File: config.mk
export PLATFORM = sky130hd
export DESIGN_NAME = lpm_line_monitor
export DESIGN_NICKNAME = d
export VERILOG_FILES = /design/src/lpm_pkg.sv /design/src/lpm_line_monitor.sv /design/src/lpm_sec_timer.sv
export SDC_FILE = /design/constraint.sdc
export NUM_CORES = 1
export LEC_CHECK = 0
export BUFFER_PORTS_ARGS = -buffer_cell sky130_fd_sc_hd__buf_2
export CORE_UTILIZATION = 45
export DETAILED_ROUTE_END_ITERATION = 16
export PLACE_DENSITY = 0.71
export SKIP_LAST_GASP = 1
export SLEW_MARGIN = 15
export SYNTH_ARGS = -nofsm -noshare
export SYNTH_HDL_FRONTEND = slang
export SYNTH_SLANG_ARGS = --single-unit
File: constraint.sdc
create_clock -name CLK -period 4.4 [get_ports CLK]
set_input_delay 0.66 -clock CLK [delete_from_list [all_inputs] [get_ports CLK]]
set_output_delay 0.66 -clock CLK [all_outputs]
set_load 0.1 [all_outputs]
File: src/lpm_pkg.sv
// package: register map, field layout, modes and timing for the line monitor
package lpm_pkg;

  // register byte offsets
  localparam logic [7:0] OFS_LINE_CFG    = 8'h00;
  localparam logic [7:0] OFS_LOOP_SEL    = 8'h04;
  localparam logic [7:0] OFS_TX_TIMING   = 8'h08;
  localparam logic [7:0] OFS_COND_WORD   = 8'h0C;
  localparam logic [7:0] OFS_CFG_ERR     = 8'h10;
  localparam logic [7:0] OFS_IFACE_IDX   = 8'h14;
  localparam logic [7:0] OFS_CUR_IDX     = 8'h18;
  localparam logic [7:0] OFS_SECS_IN_INT = 8'h1C;
  localparam logic [7:0] OFS_CNT_BASE    = 8'h20;
  localparam int         NUM_CNT         = 10;

  // counter slots, in map order from OFS_CNT_BASE
  localparam int CNT_PES  = 0;
  localparam int CNT_PSES = 1;
  localparam int CNT_SEFS = 2;
  localparam int CNT_UAS  = 3;
  localparam int CNT_LCV  = 4;
  localparam int CNT_PCV  = 5;
  localparam int CNT_LES  = 6;
  localparam int CNT_CCV  = 7;
  localparam int CNT_CES  = 8;
  localparam int CNT_CSES = 9;

  // loopback selection codes
  localparam logic [2:0] LOOP_NONE    = 3'h1;
  localparam logic [2:0] LOOP_PAYLOAD = 3'h2;
  localparam logic [2:0] LOOP_LINE    = 3'h3;
  localparam logic [2:0] LOOP_OTHER   = 3'h4;

  // transmit timing codes
  localparam logic [1:0] TIMING_RECOVERED = 2'h1;
  localparam logic [1:0] TIMING_INTERNAL  = 2'h2;

  // line condition word weights
  localparam logic [7:0] COND_NO_ALARM = 8'h01;
  localparam logic [7:0] COND_RX_RAI   = 8'h02;
  localparam logic [7:0] COND_TX_RAI   = 8'h04;
  localparam logic [7:0] COND_RX_AIS   = 8'h08;
  localparam logic [7:0] COND_LOF      = 8'h20;
  localparam logic [7:0] COND_LOS      = 8'h40;
  localparam logic [7:0] COND_LOOP     = 8'h80;

  // config error flag bits
  localparam int ERR_LOOP_BIT   = 0;
  localparam int ERR_TIMING_BIT = 1;
  localparam int ERR_MODE_BIT   = 2;

  // reset values
  localparam logic [15:0] IFACE_IDX_RST = 16'h0001;

  // timing
  localparam longint CLK_HZ        = 250_000_000;
  localparam longint SECOND_NS     = 1_000_000_000;
  localparam longint CLK_PERIOD_NS = SECOND_NS / CLK_HZ;
  localparam longint SEC_CYCLES    = SECOND_NS / CLK_PERIOD_NS;
  localparam int     INTERVAL_MIN  = 15;
  localparam int     INTERVAL_SECS = INTERVAL_MIN * 60;

  // line modes
  typedef enum logic [1:0] {
    MODE_DS3_M13  = 2'b00,
    MODE_DS3_CBIT = 2'b01,
    MODE_E3       = 2'b10
  } line_mode_t;

  // per-cycle error and alarm indications from the line
  typedef struct packed {
    logic los;
    logic lof;
    logic ais;
    logic rx_rai;
    logic tx_rai;
    logic line_cv;
    logic parity_cv;
    logic cbit_cv;
  } line_evt_t;

  // per-second error latches
  typedef struct packed {
    logic lcv;
    logic pcv;
    logic ccv;
    logic oof;
    logic ais;
    logic rai;
    logic [7:0] pcv_cnt;
    logic [7:0] ccv_cnt;
  } sec_acc_t;

  localparam logic [7:0] SES_PCV_LIMIT = 8'h2C;
  localparam logic [7:0] SES_CCV_LIMIT = 8'h2C;

  typedef struct packed {
    logic        hit;
    logic        write;
    logic [7:0]  addr;
  } bus_req_t;

endpackage

File: src/lpm_line_monitor.sv
// DS3/E3 line configuration, condition word and current-interval counters
//
// Design decisions made here: the address map and the AHB-Lite interface to the registers.
`timescale 1ns/1ns
module lpm_line_monitor #(
  parameter longint SEC_CYCLES_P = lpm_pkg::SEC_CYCLES
) (
  // clock and reset
  input  wire logic                CLK,
  input  wire logic                RST_B,
  // AHB-Lite slave
  input  wire logic                HSEL,
  input  wire logic [31:0]         HADDR,
  input  wire logic [1:0]          HTRANS,
  input  wire logic                HWRITE,
  input  wire logic [2:0]          HSIZE,
  input  wire logic [31:0]         HWDATA,
  input  wire logic                HREADY,
  output logic [31:0]              HRDATA,
  output logic                     HREADYOUT,
  output logic                     HRESP,
  // line indications
  input  wire lpm_pkg::line_evt_t  LINE_EVT,
  // line control
  output lpm_pkg::line_mode_t      LINE_MODE,
  output logic                     PAYLOAD_LOOP_EN,
  output logic                     LINE_LOOP_EN,
  output logic                     TX_CLK_RECOVERED,
  output logic                     INTERVAL_DONE
);
  import lpm_pkg::*;

  typedef struct packed {
    bus_req_t    req;
    logic [31:0] rdata;
    line_mode_t  mode;
    logic [2:0]  loopback_select;
    logic [1:0]  tx_timing_select;
    logic [2:0]  cfg_err;
    logic [15:0] line_interface_index;
    logic [15:0] cur_interface_index;
    sec_acc_t    acc;
    logic [NUM_CNT-1:0][31:0] cnt;
    logic        pl_loop;
    logic        ln_loop;
    logic        tx_rec;
    logic        int_done;
  } state_t;

  state_t q, d;
  logic       sec_tick;
  logic       int_tick;
  logic [9:0] secs_done;
  logic [7:0] cond_word;
  logic       oof_now;

  lpm_sec_timer #(
    .SEC_CYCLES_P (SEC_CYCLES_P)
  ) u_timer (
    .CLK       (CLK),
    .RST_B     (RST_B),
    .SEC_TICK  (sec_tick),
    .INT_TICK  (int_tick),
    .SECS_DONE (secs_done)
  );

  function automatic logic [31:0] inc_sat(input logic [31:0] v, input logic en);
    logic [31:0] r;
    r = v;
    if (en && v != 32'hFFFF_FFFF) begin
      r = v + 32'h0000_0001;
    end
    return r;
  endfunction

  function automatic logic [7:0] inc8(input logic [7:0] v, input logic en);
    logic [7:0] r;
    r = v;
    if (en && v != 8'hFF) begin
      r = v + 8'h01;
    end
    return r;
  endfunction

  ////////////////////////////////////////////////////////////////////////////
  // condition word

  assign oof_now = LINE_EVT.lof;

  always_comb begin
    cond_word = 8'h00;
    if (q.acc.rai || LINE_EVT.rx_rai) begin
      cond_word = cond_word | COND_RX_RAI;
    end
    if (LINE_EVT.tx_rai) begin
      cond_word = cond_word | COND_TX_RAI;
    end
    if (LINE_EVT.ais) begin
      cond_word = cond_word | COND_RX_AIS;
    end
    if (LINE_EVT.lof) begin
      cond_word = cond_word | COND_LOF;
    end
    if (LINE_EVT.los) begin
      cond_word = cond_word | COND_LOS;
    end
    if ((cond_word & ~COND_LOOP) == 8'h00) begin
      cond_word = cond_word | COND_NO_ALARM;
    end
    if (q.pl_loop || q.ln_loop) begin
      cond_word = cond_word | COND_LOOP;
    end
  end

  ////////////////////////////////////////////////////////////////////////////
  // next state

  always_comb begin
    logic        ds3;
    logic        cbit;
    logic        wr;
    logic [7:0]  wa;
    logic [31:0] sel;
    logic        prev_sec_err;
    ds3 = 1'b0;
    cbit = 1'b0;
    wr = 1'b0;
    wa = 8'h00;
    sel = 32'h0000_0000;
    prev_sec_err = 1'b0;
    d = q;
    d.int_done = int_tick;
    ds3  = (q.mode != MODE_E3);
    cbit = (q.mode == MODE_DS3_CBIT);

    // bus address phase
    d.req.hit   = HSEL && HREADY && HTRANS[1];
    d.req.write = HWRITE;
    d.req.addr  = HADDR[7:0];
    wr = q.req.hit && q.req.write;
    wa = q.req.addr;

    if (wr) begin
      case (wa)
        OFS_LINE_CFG: begin
          if (HWDATA[1:0] == MODE_DS3_M13 || HWDATA[1:0] == MODE_DS3_CBIT ||
              HWDATA[1:0] == MODE_E3) begin
            d.mode = line_mode_t'(HWDATA[1:0]);
          end else begin
            d.cfg_err[ERR_MODE_BIT] = 1'b1;
          end
        end
        OFS_LOOP_SEL: begin
          case (HWDATA[2:0])
            LOOP_NONE: begin
              d.loopback_select = LOOP_NONE;
              d.pl_loop = 1'b0;
              d.ln_loop = 1'b0;
            end
            LOOP_PAYLOAD: begin
              d.loopback_select = LOOP_PAYLOAD;
              d.pl_loop = 1'b1;
              d.ln_loop = 1'b0;
            end
            LOOP_LINE: begin
              d.loopback_select = LOOP_LINE;
              d.pl_loop = 1'b0;
              d.ln_loop = 1'b1;
            end
            default: begin
              d.cfg_err[ERR_LOOP_BIT] = 1'b1;
            end
          endcase
        end
        OFS_TX_TIMING: begin
          if (HWDATA[1:0] == TIMING_RECOVERED || HWDATA[1:0] == TIMING_INTERNAL) begin
            d.tx_timing_select = HWDATA[1:0];
            d.tx_rec = (HWDATA[1:0] == TIMING_RECOVERED);
          end else begin
            d.cfg_err[ERR_TIMING_BIT] = 1'b1;
          end
        end
        OFS_CFG_ERR: begin
          d.cfg_err = q.cfg_err & ~HWDATA[2:0];
        end
        OFS_IFACE_IDX: begin
          d.line_interface_index = HWDATA[15:0];
        end
        default: begin
        end
      endcase
    end

    // tagging of the counter set
    d.cur_interface_index = d.line_interface_index;

    // within-second accumulation
    d.acc.lcv = q.acc.lcv | LINE_EVT.line_cv;
    d.acc.pcv = q.acc.pcv | LINE_EVT.parity_cv;
    d.acc.ccv = q.acc.ccv | LINE_EVT.cbit_cv;
    d.acc.oof = q.acc.oof | oof_now;
    d.acc.ais = q.acc.ais | LINE_EVT.ais;
    d.acc.rai = q.acc.rai | LINE_EVT.rx_rai;
    d.acc.pcv_cnt = inc8(q.acc.pcv_cnt, LINE_EVT.parity_cv);
    d.acc.ccv_cnt = inc8(q.acc.ccv_cnt, LINE_EVT.cbit_cv);

    // violation counters count every event, parity and C-bit ones only in the DS3 modes
    d.cnt[CNT_LCV] = inc_sat(q.cnt[CNT_LCV], LINE_EVT.line_cv);
    d.cnt[CNT_PCV] = inc_sat(q.cnt[CNT_PCV], ds3 && LINE_EVT.parity_cv);
    d.cnt[CNT_CCV] = inc_sat(q.cnt[CNT_CCV], ds3 && LINE_EVT.cbit_cv);

    // seconds counters at each second boundary
    if (sec_tick) begin
      prev_sec_err = q.acc.oof || q.acc.ais;
      d.cnt[CNT_PES] = inc_sat(q.cnt[CNT_PES], ds3 && (q.acc.pcv || prev_sec_err));
      d.cnt[CNT_PSES] = inc_sat(q.cnt[CNT_PSES],
        ds3 && (q.acc.pcv_cnt >= SES_PCV_LIMIT || prev_sec_err));
      d.cnt[CNT_SEFS] = inc_sat(q.cnt[CNT_SEFS], q.acc.oof);
      d.cnt[CNT_UAS] = inc_sat(q.cnt[CNT_UAS],
        q.acc.oof || q.acc.ais || q.acc.rai);
      d.cnt[CNT_LES] = inc_sat(q.cnt[CNT_LES], q.acc.lcv);
      d.cnt[CNT_CES] = inc_sat(q.cnt[CNT_CES], cbit && q.acc.ccv);
      d.cnt[CNT_CSES] = inc_sat(q.cnt[CNT_CSES],
        cbit && (q.acc.ccv_cnt >= SES_CCV_LIMIT || prev_sec_err));
      d.acc = '0;
    end

    // interval boundary restarts every counter
    if (int_tick) begin
      d.cnt = '0;
    end

    // read data, registered in the data phase
    d.rdata = 32'h0000_0000;
    if (d.req.hit && !HWRITE) begin
      case (HADDR[7:0])
        OFS_LINE_CFG:    sel = {30'h0, q.mode};
        OFS_LOOP_SEL:    sel = {29'h0, q.loopback_select};
        OFS_TX_TIMING:   sel = {30'h0, q.tx_timing_select};
        OFS_COND_WORD:   sel = {24'h0, cond_word};
        OFS_CFG_ERR:     sel = {29'h0, q.cfg_err};
        OFS_IFACE_IDX:   sel = {16'h0, q.line_interface_index};
        OFS_CUR_IDX:     sel = {16'h0, q.cur_interface_index};
        OFS_SECS_IN_INT: sel = {22'h0, secs_done};
        default: begin
          if (HADDR[7:0] >= OFS_CNT_BASE &&
              HADDR[7:0] < OFS_CNT_BASE + 8'(NUM_CNT * 4) && HADDR[1:0] == 2'b00) begin
            sel = q.cnt[4'(HADDR[7:2] - OFS_CNT_BASE[7:2])];
          end else begin
            sel = 32'h0000_0000;
          end
        end
      endcase
      d.rdata = sel;
    end
  end

  ////////////////////////////////////////////////////////////////////////////
  // state register

  always_ff @(posedge CLK or negedge RST_B) begin
    if (!RST_B) begin
      q <= '0;
      q.mode <= MODE_DS3_CBIT;
      q.loopback_select <= LOOP_NONE;
      q.tx_timing_select <= TIMING_INTERNAL;
      q.line_interface_index <= IFACE_IDX_RST;
      q.cur_interface_index <= IFACE_IDX_RST;
    end else begin
      q <= d;
    end
  end

  assign HRDATA           = q.rdata;
  assign HREADYOUT        = 1'b1;
  assign HRESP            = 1'b0;
  assign LINE_MODE        = q.mode;
  assign PAYLOAD_LOOP_EN  = q.pl_loop;
  assign LINE_LOOP_EN     = q.ln_loop;
  assign TX_CLK_RECOVERED = q.tx_rec;
  assign INTERVAL_DONE    = q.int_done;

  ////////////////////////////////////////////////////////////////////////////
  // assertions

  property p_loop_other_rejected;
    @(posedge CLK) disable iff (!RST_B)
    (q.req.hit && q.req.write && q.req.addr == OFS_LOOP_SEL && HWDATA[2:0] == LOOP_OTHER)
      |=> (q.cfg_err[ERR_LOOP_BIT] && $stable(q.loopback_select));
  endproperty
  a_loop_other_rejected: assert property (p_loop_other_rejected)
    else $error("loopback code 4 not rejected");

  property p_loop_exclusive;
    @(posedge CLK) disable iff (!RST_B)
    !(q.pl_loop && q.ln_loop) && (q.loopback_select == LOOP_NONE) == !(q.pl_loop || q.ln_loop);
  endproperty
  a_loop_exclusive: assert property (p_loop_exclusive)
    else $error("loopback enables disagree with selection");

  property p_cond_loop_flag;
    @(posedge CLK) disable iff (!RST_B)
    cond_word[7] == (q.pl_loop || q.ln_loop) && cond_word[4] == 1'b0;
  endproperty
  a_cond_loop_flag: assert property (p_cond_loop_flag)
    else $error("loopback flag wrong in condition word");

  property p_cond_no_alarm;
    @(posedge CLK) disable iff (!RST_B)
    cond_word[0] == (cond_word[6:1] == 6'h00);
  endproperty
  a_cond_no_alarm: assert property (p_cond_no_alarm)
    else $error("no-alarm flag inconsistent");

  property p_timing;
    @(posedge CLK) disable iff (!RST_B)
    TX_CLK_RECOVERED == (q.tx_timing_select == TIMING_RECOVERED);
  endproperty
  a_timing: assert property (p_timing)
    else $error("transmit timing output mismatch");

  property p_e3_parity_frozen;
    @(posedge CLK) disable iff (!RST_B)
    (q.mode == MODE_E3 && !int_tick) |=> ($stable(q.cnt[CNT_PES]) && $stable(q.cnt[CNT_PCV]));
  endproperty
  a_e3_parity_frozen: assert property (p_e3_parity_frozen)
    else $error("parity counter moved in E3 mode");

  property p_m13_cbit_frozen;
    @(posedge CLK) disable iff (!RST_B)
    (q.mode != MODE_DS3_CBIT && !int_tick) |=> $stable(q.cnt[CNT_CES]);
  endproperty
  a_m13_cbit_frozen: assert property (p_m13_cbit_frozen)
    else $error("C-bit errored seconds moved outside C-bit mode");

  property p_sefs_on_oof;
    @(posedge CLK) disable iff (!RST_B)
    (sec_tick && q.acc.oof && !int_tick && q.cnt[CNT_SEFS] != 32'hFFFF_FFFF)
      |=> q.cnt[CNT_SEFS] == $past(q.cnt[CNT_SEFS]) + 32'h0000_0001;
  endproperty
  a_sefs_on_oof: assert property (p_sefs_on_oof)
    else $error("framing second not counted");

  property p_lcv_count;
    @(posedge CLK) disable iff (!RST_B)
    (LINE_EVT.line_cv && !int_tick && q.cnt[CNT_LCV] != 32'hFFFF_FFFF)
      |=> q.cnt[CNT_LCV] == $past(q.cnt[CNT_LCV]) + 32'h0000_0001;
  endproperty
  a_lcv_count: assert property (p_lcv_count)
    else $error("line code violation not counted");

  property p_index_tag;
    @(posedge CLK) disable iff (!RST_B)
    ##1 q.cur_interface_index == q.line_interface_index;
  endproperty
  a_index_tag: assert property (p_index_tag)
    else $error("counter set index differs from line index");

  property p_interval_clear;
    @(posedge CLK) disable iff (!RST_B)
    int_tick |=> (q.cnt == '0 && INTERVAL_DONE);
  endproperty
  a_interval_clear: assert property (p_interval_clear)
    else $error("counters not cleared at interval boundary");

  c_payload_loop: cover property (@(posedge CLK) disable iff (!RST_B) $rose(PAYLOAD_LOOP_EN));
  c_uas_second: cover property (@(posedge CLK) disable iff (!RST_B) sec_tick && q.acc.ais);
  c_interval_end: cover property (@(posedge CLK) disable iff (!RST_B) int_tick);
  c_multi_flag: cover property (@(posedge CLK) disable iff (!RST_B) cond_word[5] && cond_word[6]);
endmodule

File: src/lpm_sec_timer.sv
// one-second and fifteen-minute boundary timer
`timescale 1ns/1ns
module lpm_sec_timer #(
  parameter longint SEC_CYCLES_P = lpm_pkg::SEC_CYCLES
) (
  // clock and reset
  input  wire logic        CLK,
  input  wire logic        RST_B,
  // boundaries
  output logic             SEC_TICK,
  output logic             INT_TICK,
  output logic [9:0]       SECS_DONE
);
  import lpm_pkg::*;

  typedef struct packed {
    logic [31:0] cyc;
    logic [9:0]  secs;
    logic        sec_tick;
    logic        int_tick;
  } tmr_t;

  tmr_t q, d;

  always_comb begin
    d = q;
    d.sec_tick = 1'b0;
    d.int_tick = 1'b0;
    if (q.cyc == 32'(SEC_CYCLES_P - 1)) begin
      d.cyc = 32'h0000_0000;
      d.sec_tick = 1'b1;
      if (q.secs == 10'(INTERVAL_SECS - 1)) begin
        d.secs = 10'h000;
        d.int_tick = 1'b1;
      end else begin
        d.secs = q.secs + 10'h001;
      end
    end else begin
      d.cyc = q.cyc + 32'h0000_0001;
    end
  end

  always_ff @(posedge CLK or negedge RST_B) begin
    if (!RST_B) begin
      q <= '0;
    end else begin
      q <= d;
    end
  end

  assign SEC_TICK  = q.sec_tick;
  assign INT_TICK  = q.int_tick;
  assign SECS_DONE = q.secs;
endmodule

---- Yosys cells after proc, flatten, opt, wreduce, memory -nomap -nowiden ----
Index checks and enable logic that the tools add are counted.
word-level totals
  flip-flop bits (word level) ............. 458
  input bits .............................. 82
  output and inout port bits .............. 40
  word-level logic and storage cells ...... 213
cells by class
  order comparisons ....................... 5
  mux-type cells .......................... 40
  bitwise operators ....................... 8
  $add $sub $neg .......................... 15
  eq/ne operators ......................... 35
  reductions and logical operators ........ 73
operator list
  operator                                                                 number
  32-bit two-way mux                                                       15
  32-bit by 1-bit adder with 32-bit output, second input constant          11
  320-bit two-way mux                                                      1
  32-bit != test, second input constant                                    10
  32-bit one-hot mux with 7 select lines                                   1
  32-bit binary-select mux with 4-bit select                               1
  128-bit two-way mux                                                      1
  86-bit two-way mux                                                       1
  8-bit by 5-bit equality test with 1-bit output, second input constant    6
  32-bit by 28-bit equality test with 1-bit output, second input constant  1
  2-bit nonzero test                                                       16
  8-bit by 4-bit equality test with 1-bit output, second input constant    3
  8-bit by 6-bit >= comparator with 1-bit output, second input constant    3
  1-bit logical AND                                                        24
  8-bit logical NOT                                                        3
  8-bit two-way mux                                                        3
  3-bit AND reduction                                                      6
  8-bit by 1-bit adder with 8-bit output, second input constant            2
  8-bit by 3-bit equality test with 1-bit output, second input constant    2
  8-bit != test, second input constant                                     2
  2-bit AND reduction                                                      8
  10-bit by 1-bit adder with 10-bit output, second input constant          1
  10-bit equality test, second input constant                              1
  1-bit logical OR                                                         10
  26 further kinds                                                         44

---- Depth between registers and ports, before layout ----
Gate-level depths: netlist of run 1.
  depth after elaboration ................. 11
  gate-level depth with buffers ........... 9
  mapped depth without buffers ............ 7

---- Modules after synthesis ----
Synthesis of run 1 repeated with hierarchy kept, for this count alone.
unflattened totals
  cells, all modules ...................... 2859
  area total of the unflattened synthesis .. 27272.4 um^2
modules (own cells, without submodules)
  module            area an instance (um^2)  instances  cells an instance  sequential area each (um^2)
  lpm_line_monitor  24948.9                  1          2632               10339.9
  lpm_sec_timer     2323.5                   1          227                1101.1

---- Worst setup path before layout of run 1 ----
OpenSTA, ideal clock, no wires.
  path kind ............................... input -> register
  from .................................... in HADDR[2]
  to ...................................... reg q, in the netlist HRDATA[21]
  stages .................................. 8
  buffers on the path ..................... 5
  setup time .............................. 0.132 ns
  path slack .............................. 1.836 ns
  data required time ...................... 4.268 ns
  data arrival time ....................... 2.432 ns
  path through ............................ buf_2 -> buf_2 -> buf_2 -> buf_2 -> buf_2 -> mux2_2 -> a22oi_1 -> nor2_1
RTL lines
  item                line                    RTL
  start: declaration  lpm_line_monitor.sv:13  input wire logic [31:0] HADDR,
  end: declaration    lpm_line_monitor.sv:50  state_t q, d;

---- Worst setup path in the final report of run 1 ----
  from .................................... reg q[4] (netlist name)
  to ...................................... reg q[16] (netlist name)
on the way
  longest elaborated chain between the ends .. 4
  elaborated cells on any way between the ends .. 8
  classes of those cells .................. add/sub: 1; eq/ne: 1; mux: 3; reduce/logical: 3
ends and longest elaborated chain
  item                                                                        line                                            RTL
  32-bit by 1-bit adder with 32-bit output or 32-bit != test (tied branches)  lpm_line_monitor.sv:71, lpm_line_monitor.sv:70
  32-bit two-way mux or 1-bit logical AND (tied branches)                     lpm_line_monitor.sv:70                          if (en && v != 32'hFFFF_FFFF) begin
  128-bit two-way mux or 2-bit nonzero test (tied branches)                   --
  320-bit two-way mux or 2-bit AND reduction (tied branches)                  --
Several ways; a longest one is shown, not always the timed one. The select of a mux whose other input is x is not followed.
A chain may end at the register's enable or synchronous reset.

==> results of run 1 <==
[metal layers]
layer	up-vias	share of wire, %	global-route usage [%]	wire [um]
met1	11747	41	33.5	31700
met5	-	0.040	0	31
met4	4	5.4	13.4	4140
met3	176	7.1	4.02	5480
met2	922	46	39.7	35800
li1	10621	-	-	-
[kinds of logic after synthesis]
logic type                 synth area share, %
buffers and inverters                     4.20
muxes                                     10.0
DFF                                       42.6
adders and majority gates                0.932
other                                   0.0280
and+or+nand+nor                           24.4
xor gates and xnor gates                  2.80
AOI/OAI and AO/OA                         15.0
[synth_stat cells, types with 7 or more instances]
library cell / count
sky130_fd_sc_hd__nor2b_1: 41
sky130_fd_sc_hd__and2_1: 18
sky130_fd_sc_hd__o31ai_1: 102
sky130_fd_sc_hd__xor2_1: 36
sky130_fd_sc_hd__buf_2: 33
sky130_fd_sc_hd__ha_1: 20
sky130_fd_sc_hd__o31a_1: 9
sky130_fd_sc_hd__or4_1: 102
sky130_fd_sc_hd__mux2_2: 94
sky130_fd_sc_hd__a21oi_1: 240
sky130_fd_sc_hd__a31oi_1: 11
sky130_fd_sc_hd__and3_1: 50
sky130_fd_sc_hd__o21a_1: 9
sky130_fd_sc_hd__nand3b_1: 7
sky130_fd_sc_hd__xnor2_1: 50
sky130_fd_sc_hd__nand4_1: 115
sky130_fd_sc_hd__buf_4: 39
sky130_fd_sc_hd__o21ai_0: 161
sky130_fd_sc_hd__or2_2: 13
sky130_fd_sc_hd__nor3_1: 44
sky130_fd_sc_hd__nor2_1: 197
sky130_fd_sc_hd__clkbuf_1: 111
sky130_fd_sc_hd__nor4_1: 48
sky130_fd_sc_hd__dfrtp_1: 453
sky130_fd_sc_hd__mux2i_1: 18
sky130_fd_sc_hd__inv_1: 53
sky130_fd_sc_hd__and4_1: 46
sky130_fd_sc_hd__a31o_2: 7
sky130_fd_sc_hd__a221o_1: 9
sky130_fd_sc_hd__mux4_2: 63
sky130_fd_sc_hd__or3_1: 129
sky130_fd_sc_hd__nand4b_1: 8
sky130_fd_sc_hd__a22oi_1: 28
sky130_fd_sc_hd__a211oi_1: 15
sky130_fd_sc_hd__nand2_1: 156
sky130_fd_sc_hd__nand3_1: 151
[final cells by class]
cell class | count | area (sq um) | share of cell area (%)
Clock buffer | 78 | 1490 | 5.08
Clock inverter | 12 | 191 | 0.653
Inverter | 54 | 203 | 0.691
Multi-Input combinational cell | 2103 | 14300 | 48.9
Sequential cell | 457 | 11400 | 39.0
Tap cell | 773 | 967 | 3.30
Timing Repair Buffer | 102 | 672 | 2.29
[placed cells by master (no fill, tap or decap), types with 53 or more instances in the layout]
| master | n |
|---|---|
| sky130_fd_sc_hd__dfrtp_1 | 452 |
| sky130_fd_sc_hd__a21oi_1 | 240 |
| sky130_fd_sc_hd__nor2_1 | 197 |
| sky130_fd_sc_hd__o21ai_0 | 161 |
| sky130_fd_sc_hd__nand2_1 | 156 |
| sky130_fd_sc_hd__nand3_1 | 151 |
| sky130_fd_sc_hd__or3_1 | 129 |
| sky130_fd_sc_hd__nand4_1 | 115 |
| sky130_fd_sc_hd__or4_1 | 102 |
| sky130_fd_sc_hd__o31ai_1 | 102 |
| sky130_fd_sc_hd__mux2_2 | 94 |
| sky130_fd_sc_hd__buf_2 | 72 |
| sky130_fd_sc_hd__mux4_2 | 63 |
| sky130_fd_sc_hd__inv_1 | 53 |
[through the flow]
step,worst slack [ns],total power [mW],std cells
4_1_cts,1.40,9.71,3579
3_5_place_dp,1.43,5.37,3489
2_1_floorplan,1.84,5.06,2806
3_3_place_gp,1.45,5.32,3489
5_1_grt,1.23,9.99,3579
6_report,1.39,9.64,3579
[worst max-delay path: cells and delay by family (launching register included)]
kind                     cells  cell delay [ns]
buffers and inverters        1             0.44
adder cells (fa/ha/maj)      1             0.29
AO/OA/AOI/OAI                1             0.06
AND/OR/NAND/NOR              4             1.57
flip-flops                   1             0.45
[power groups by stage]
stage | clock network [mW] | logic, mW | registers (mW)
after detailed placement | 0 | 0.710 | 4.66
after global routing | 4.57 | 0.796 | 4.62
after CTS | 4.41 | 0.711 | 4.59
after global placement | 0 | 0.672 | 4.64
final | 4.34 | 0.704 | 4.60
after floorplan | 0 | 0.468 | 4.59
[state kept, by name, summed over array words and instances, names as in the netlist, 2 cells and up]
register	cells
u_timer.q	32
LINE_MODE	2
HRDATA	32
u_timer.SECS_DONE	10
q	375
[worst max path at each step]
stage	from	to	slack, ns
global route	q[4]	q[13]	1.23
finish	q[4]	q[16]	1.39
detailed placement	HADDR[3]	HRDATA[8]	1.43
CTS	q[4]	q[14]	1.40
global placement	HADDR[2]	HRDATA[28]	1.45
floorplan	HADDR[2]	HRDATA[21]	1.84
==> results.py, run 1 <==
metrics = {
    "synth": {
        "synth_top_area_share_pct": 42.2,
        "netlist_area_sq_mm": 0.0269,
        "synth.largest_area_cell": "sky130_fd_sc_hd__dfrtp_1",
        "yosys_register_bits": 457,
        "yosys_warnings": 0,
        "syn_area_per_cell_sq_um": 9.57,
        "edff_count_synth": 0,
        "synthesis.nets": 2908,
        "yosysUniqueCellTypes": 88,
        "synth_seq_area_share_pct": 42.6,
        "synth_async_sr_flop_share_pct": 100,
        "synthesis.instances": 2806,
        "postSynth.topFlopCell": "sky130_fd_sc_hd__dfrtp_1",
        "main_area_contributors_after_synthesis": "sky130_fd_sc_hd__dfrtp_1 (42%), sky130_fd_sc_hd__mux4_2 (5.3%), sky130_fd_sc_hd__a21oi_1 (4.5%)",
    },
    "placement": {
        "dpl.hpwl_mm": 54.5,
        "port_buffers": 75,
        "routabilityCongestion": 0.959,
        "post_dp_cell_area_sq_mm": 0.0276,
    },
    "timing": {
        "final.setup.tns_ns": 0,
        "setup-violations-final": 0,
        "finClkSkew_ns": 0.0281,
        "worstMarginPinSlew_ns": 1.06,
        "timing.final.max_slew_violations": 0,
        "setup_repair_after_global_routing_missed_its_margin": "false",
        "hold-worst-slack_ns": 0.167,
        "final.min_clock_period_ns": 3.01,
        "fmax_ghz": 0.332,
        "post-route-period-util_pct": 68.4,
        "timing.final.hold_violations": 0,
        "max_transition_margin_pct": 29.1,
    },
    "cts": {
        "worst_setup_hold_path_clk_slew_ns": 0.06,
        "clock_tree.htree_level_count": 2,
        "postCtsSetupRepairBufs": 0,
        "tritoncts_clock_tree": "built",
        "ctsHoldBuffers": 0,
        "post_cts.resized_instances": 0,
        "cts_buffer_depth": 3,
        "numCtsBuffers": 50,
        "clock_tree.root_cell": "sky130_fd_sc_hd__clkbuf_16",
        "clock_sinks": 457,
        "worst_skew_pair_later_pin_latency_ns": 0.60,
    },
    "grt": {
        "grt_pass1_vias": 22107,
        "grt-ovfl-total": 0,
        "globalRouteTotalUtil_pct": 25.3,
        "antenna_found_initial": 2,
        "pin_count_of_the_biggest_net_entering_global_routing": 162,
        "first_pass_grt_wire_length_mm": 122,
    },
    "floorplanning": {
        "start_util_pct": 45.5,
        "core-area_sq_mm": 0.0590,
        "dieArea_sq_mm": 0.0607,
        "chip_height_um": 246,
        "boundaryPins": 122,
        "die-width_um": 246,
        "floorplan.rows": 89,
    },
    "routing": {
        "vias_per_cell": 6.56,
        "drt_pre_antenna_iters": 6,
        "detailed_route_wire_length_per_cell_um": 21.6,
        "via_count": 23470,
        "drc": 0,
        "detailed_router_s_first_iteration_violation_count": 2146,
        "wl_mm": 77.1,
        "ant_nets": 0,
    },
    "critical_path": {
        "regToRegEndpoint": "q[16]",
        "critPathMaxFanout": 42,
        "required_time_at_the_worst_slack_endpoint_ns": 4.82,
        "worstPathArrival_ns": 3.44,
        "critPathKind": "reg -> reg",
        "crit-reg2reg-launch": "q[4]",
        "worst_path_max_delay_cell": "sky130_fd_sc_hd__nor4_1",
        "worst_path_largest_cell_delay_ns": 0.77,
        "setup.worst_path.start_class": "register",
        "reg2reg_setup_slack_ns": 1.39,
        "endpoint_kind": "register",
        "reg2reg_depth": 7,
        "timing.critical_path.cells": "ha_1, nand4_1, nor4_1, nor3b_2, buf_4, or4_1, a21oi_1",
    },
    "power_and_ir_drop": {
        "p_clk_share_pct": 45.0,
        "leakage_nw": 11.5,
        "comb_power_share_pct": 7.3,
        "vdd.ir_drop.worst_v": 0.000302,
        "seq_power_share_pct": 47.7,
        "power_report.internal_total_mw": 7.25,
        "power_per_cell_area_mw_per_mm2": 329,
        "sw_frac_of_total_pct": 24.7,
        "p_switching_mw": 2.38,
    },
    "flow_run": {
        "maxCapViolCount": 0,
    },
    "run_status": {
        "run_status": "completed",
    },
    "min_path": {
        "path_category_of_the_worst_min_delay_check": "in -> async",
    },
    "finish": {
        "final_core_util_pct": 49.7,
        "design.final.nets": 2870,
        "final_cell_area_sq_mm": 0.0293,
        "area.growth.synth_to_final_pct": 9.12,
        "layout-drive-gt1-share_pct": 13.8,
        "antenna_cells_inserted": 0,
        "n_fill_cell": 5261,
    },
}
Note: power is estimated with default switching activity, not from simulation.
==> inputs of run 2 (changes only) <==
==> constraint.sdc (replaced) <==
create_clock -name CLK -period 2.8 [get_ports CLK]
set_input_delay 0.42 -clock CLK [delete_from_list [all_inputs] [get_ports CLK]]
set_output_delay 0.42 -clock CLK [all_outputs]
set_load 0.1 [all_outputs]
==> run 2 against run 1 <==
Cell count is 1.9% higher. Via count up 0.43%. Wire length increased by 0.25%. Highest routed layer is now met4. Design area up 1.9%. Critical path depth shrank 2. Global-route usage grew 0.057 points. Utilization up 0.93 points. Total power up 58%. Die area did not move. Non-clock buffer count grew 67. Largest power group unchanged. First-iteration DRC count rose by 13%. Worst setup slack worse by 1.2 ns.
==> results.py, run 2 (synthesized netlist as in run 1, its figures left out) <==
metrics = {
    "routing": {
        "detailed_route_wire_length_per_cell_um": 21.2,
        "detailed_router_s_first_iteration_violation_count": 2427,
        "drc": 0,
        "wl_mm": 77.3,
        "vias_per_cell": 6.46,
        "drt_pre_antenna_iters": 8,
        "ant_nets": 0,
        "via_count": 23570,
    },
    "critical_path": {
        "worst_path_max_delay_cell": "sky130_fd_sc_hd__dfstp_2",
        "worst_path_largest_cell_delay_ns": 0.61,
        "crit_start": "LINE_MODE[0]",
        "worstPathArrival_ns": 3.06,
        "critPathKind": "reg -> reg",
        "critPathMaxFanout": 20,
        "setup.worst_path.start_class": "register",
        "crit-reg2reg-launch": "LINE_MODE[0]",
        "timing.critical_path.cells": "nand2b_1, nand4_1, or3_4, nor4_1, mux2_2",
        "endpoint_kind": "register",
        "required_time_at_the_worst_slack_endpoint_ns": 3.27,
    },
    "power_and_ir_drop": {
        "vdd.ir_drop.worst_v": 0.000629,
        "leakage_nw": 11.9,
        "power_per_cell_area_mw_per_mm2": 509,
        "design_power_total_mw": 15.2,
    },
    "cts": {
        "postCtsSetupRepairBufs": 0,
        "numCtsBuffers": 49,
        "worst_setup_hold_path_clk_slew_ns": 0.06,
        "clock_sinks": 457,
        "worst_skew_pair_later_pin_latency_ns": 0.60,
        "clock_tree.htree_level_count": 2,
        "clock_tree.root_cell": "sky130_fd_sc_hd__clkbuf_16",
        "tritoncts_clock_tree": "built",
        "cts_buffer_depth": 3,
    },
    "finish": {
        "multi_input_area_sq_mm": 0.0143,
        "design.final.nets": 2936,
        "largest_reg_flops": 375,
        "layout_common_cells": "sky130_fd_sc_hd__dfrtp_1 (452), sky130_fd_sc_hd__a21oi_1 (240), sky130_fd_sc_hd__nor2_1 (197)",
        "n_fill_cell": 5239,
        "reg_with_most_ffs": "q",
        "area.growth.synth_to_final_pct": 11.2,
        "antenna_cells_inserted": 0,
        "final_core_util_pct": 50.6,
        "most_common_cell_after_layout_fill_and_taps_aside": "sky130_fd_sc_hd__dfrtp_1",
        "seq_area_sq_mm": 0.0114,
        "layout-drive-gt1-share_pct": 16.0,
    },
    "timing": {
        "timing.final.hold_violations": 0,
        "timing.final.max_slew_violations": 0,
        "setup-violations-final": 0,
        "setup_repair_after_global_routing_missed_its_margin": "false",
        "hold-worst-slack_ns": 0.0473,
        "worstMarginPinSlew_ns": 0.863,
        "finClkSkew_ns": 0.0318,
        "final.setup.worst_slack_ns": 0.210,
        "post-route-period-util_pct": 92.5,
        "fmax_ghz": 0.386,
        "final.min_clock_period_ns": 2.59,
        "max_transition_margin_pct": 42.1,
        "final.setup.tns_ns": 0,
    },
    "flow_run": {
        "maxCapViolCount": 0,
    },
    "grt": {
        "grt_pass1_vias": 22289,
        "pin_count_of_the_biggest_net_entering_global_routing": 120,
        "first_pass_grt_wire_length_mm": 123,
        "grt-ovfl-total": 0,
        "globalRouteTotalUtil_pct": 25.3,
        "antenna_found_initial": 0,
    },
    "min_path": {
        "path_category_of_the_worst_min_delay_check": "in -> reg",
        "min_from": "HADDR[5]",
    },
    "floorplanning": {
        "boundaryPins": 122,
        "die-width_um": 246,
        "core-area_sq_mm": 0.0590,
        "floorplan.rows": 89,
        "chip_height_um": 246,
        "start_util_pct": 45.5,
        "dieArea_sq_mm": 0.0607,
    },
    "placement": {
        "dpl.hpwl_mm": 55.8,
        "pre_cts_ws_ns": 0.296,
        "port_buffers": 75,
        "routabilityCongestion": 0.961,
    },
    "run_status": {
        "run_status": "completed",
    },
}
-- run 2: changes by cell type in the layout (fill, tap and decap cells not counted), sizes merged --
| cell | change |
|---|---|
| buf | +61 |
| clkbuf | -13 |
| clkinv | +12 |
| dlygate4sd3 | +6 |
| clkinvlp | +2 |
-- run 2: final timing paths --
| path | endpoint | slack [ns] | cells past startpoint |
|---|---|---|---|
| min in group asynchronous | q[309] | 0.31 | 2 |
| min | q[425] | 0.05 | 1 |
| min reg2reg | u_timer.q[18] | 0.48 | 1 |
| max in group asynchronous | u_timer.INT_TICK | 1.50 | 3 |
| max | q[195] | 0.21 | 5 |
| max reg2reg | q[195] | 0.21 | 5 |
-- run 2: through the flow --
stage	area, sq um	std cells
finish	29900	3647
global placement	28100	3550
floorplan	26900	2806
detailed placement	28100	3550
CTS	29900	3647
global route	29900	3647
-- run 2: power by group --
part / leakage [nW] / internal (mW) / total (mW) / switching [mW]
Combinational: 4.87 / 0.462 / 1.13 / 0.669
Sequential: 6.17 / 6.87 / 7.22 / 0.353
Clock: 0.837 / 3.98 / 6.84 / 2.86
-- run 2: routing by layer --
| layer | vias up | part of all wire [%] | track usage (%) |
|---|---|---|---|
| met5 | - | 0 | 0 |
| met4 | 0 | 4.8 | 11.6 |
| met3 | 174 | 7.2 | 3.53 |
| met2 | 891 | 47 | 40.0 |
| met1 | 11758 | 41 | 34.5 |
| li1 | 10747 | - | - |
-- run 2: worst max-delay path: cells and delay by family, from the launching register on --
| kind | cells | cell delay, ns |
|---|---|---|
| AND/OR/NAND/NOR | 4 | 1.45 |
| flip-flops | 1 | 0.61 |
| multiplexers | 1 | 0.39 |
-- run 2: cell type report --
class | count | area share (%)
tap | 773 | 3.24
sequential | 457 | 38.3
clock inverter | 26 | 0.968
inverter | 54 | 0.679
timing repair buffer | 169 | 4.11
multi-input combinational | 2103 | 48.0
clock buffer | 65 | 4.68
-- run 2: what timing repair did --
action | in CTS | in global routing
endpoints found under the hold margin | 38 | 0
resized for setup | 0 | 0
hold buffers | 6 | 0
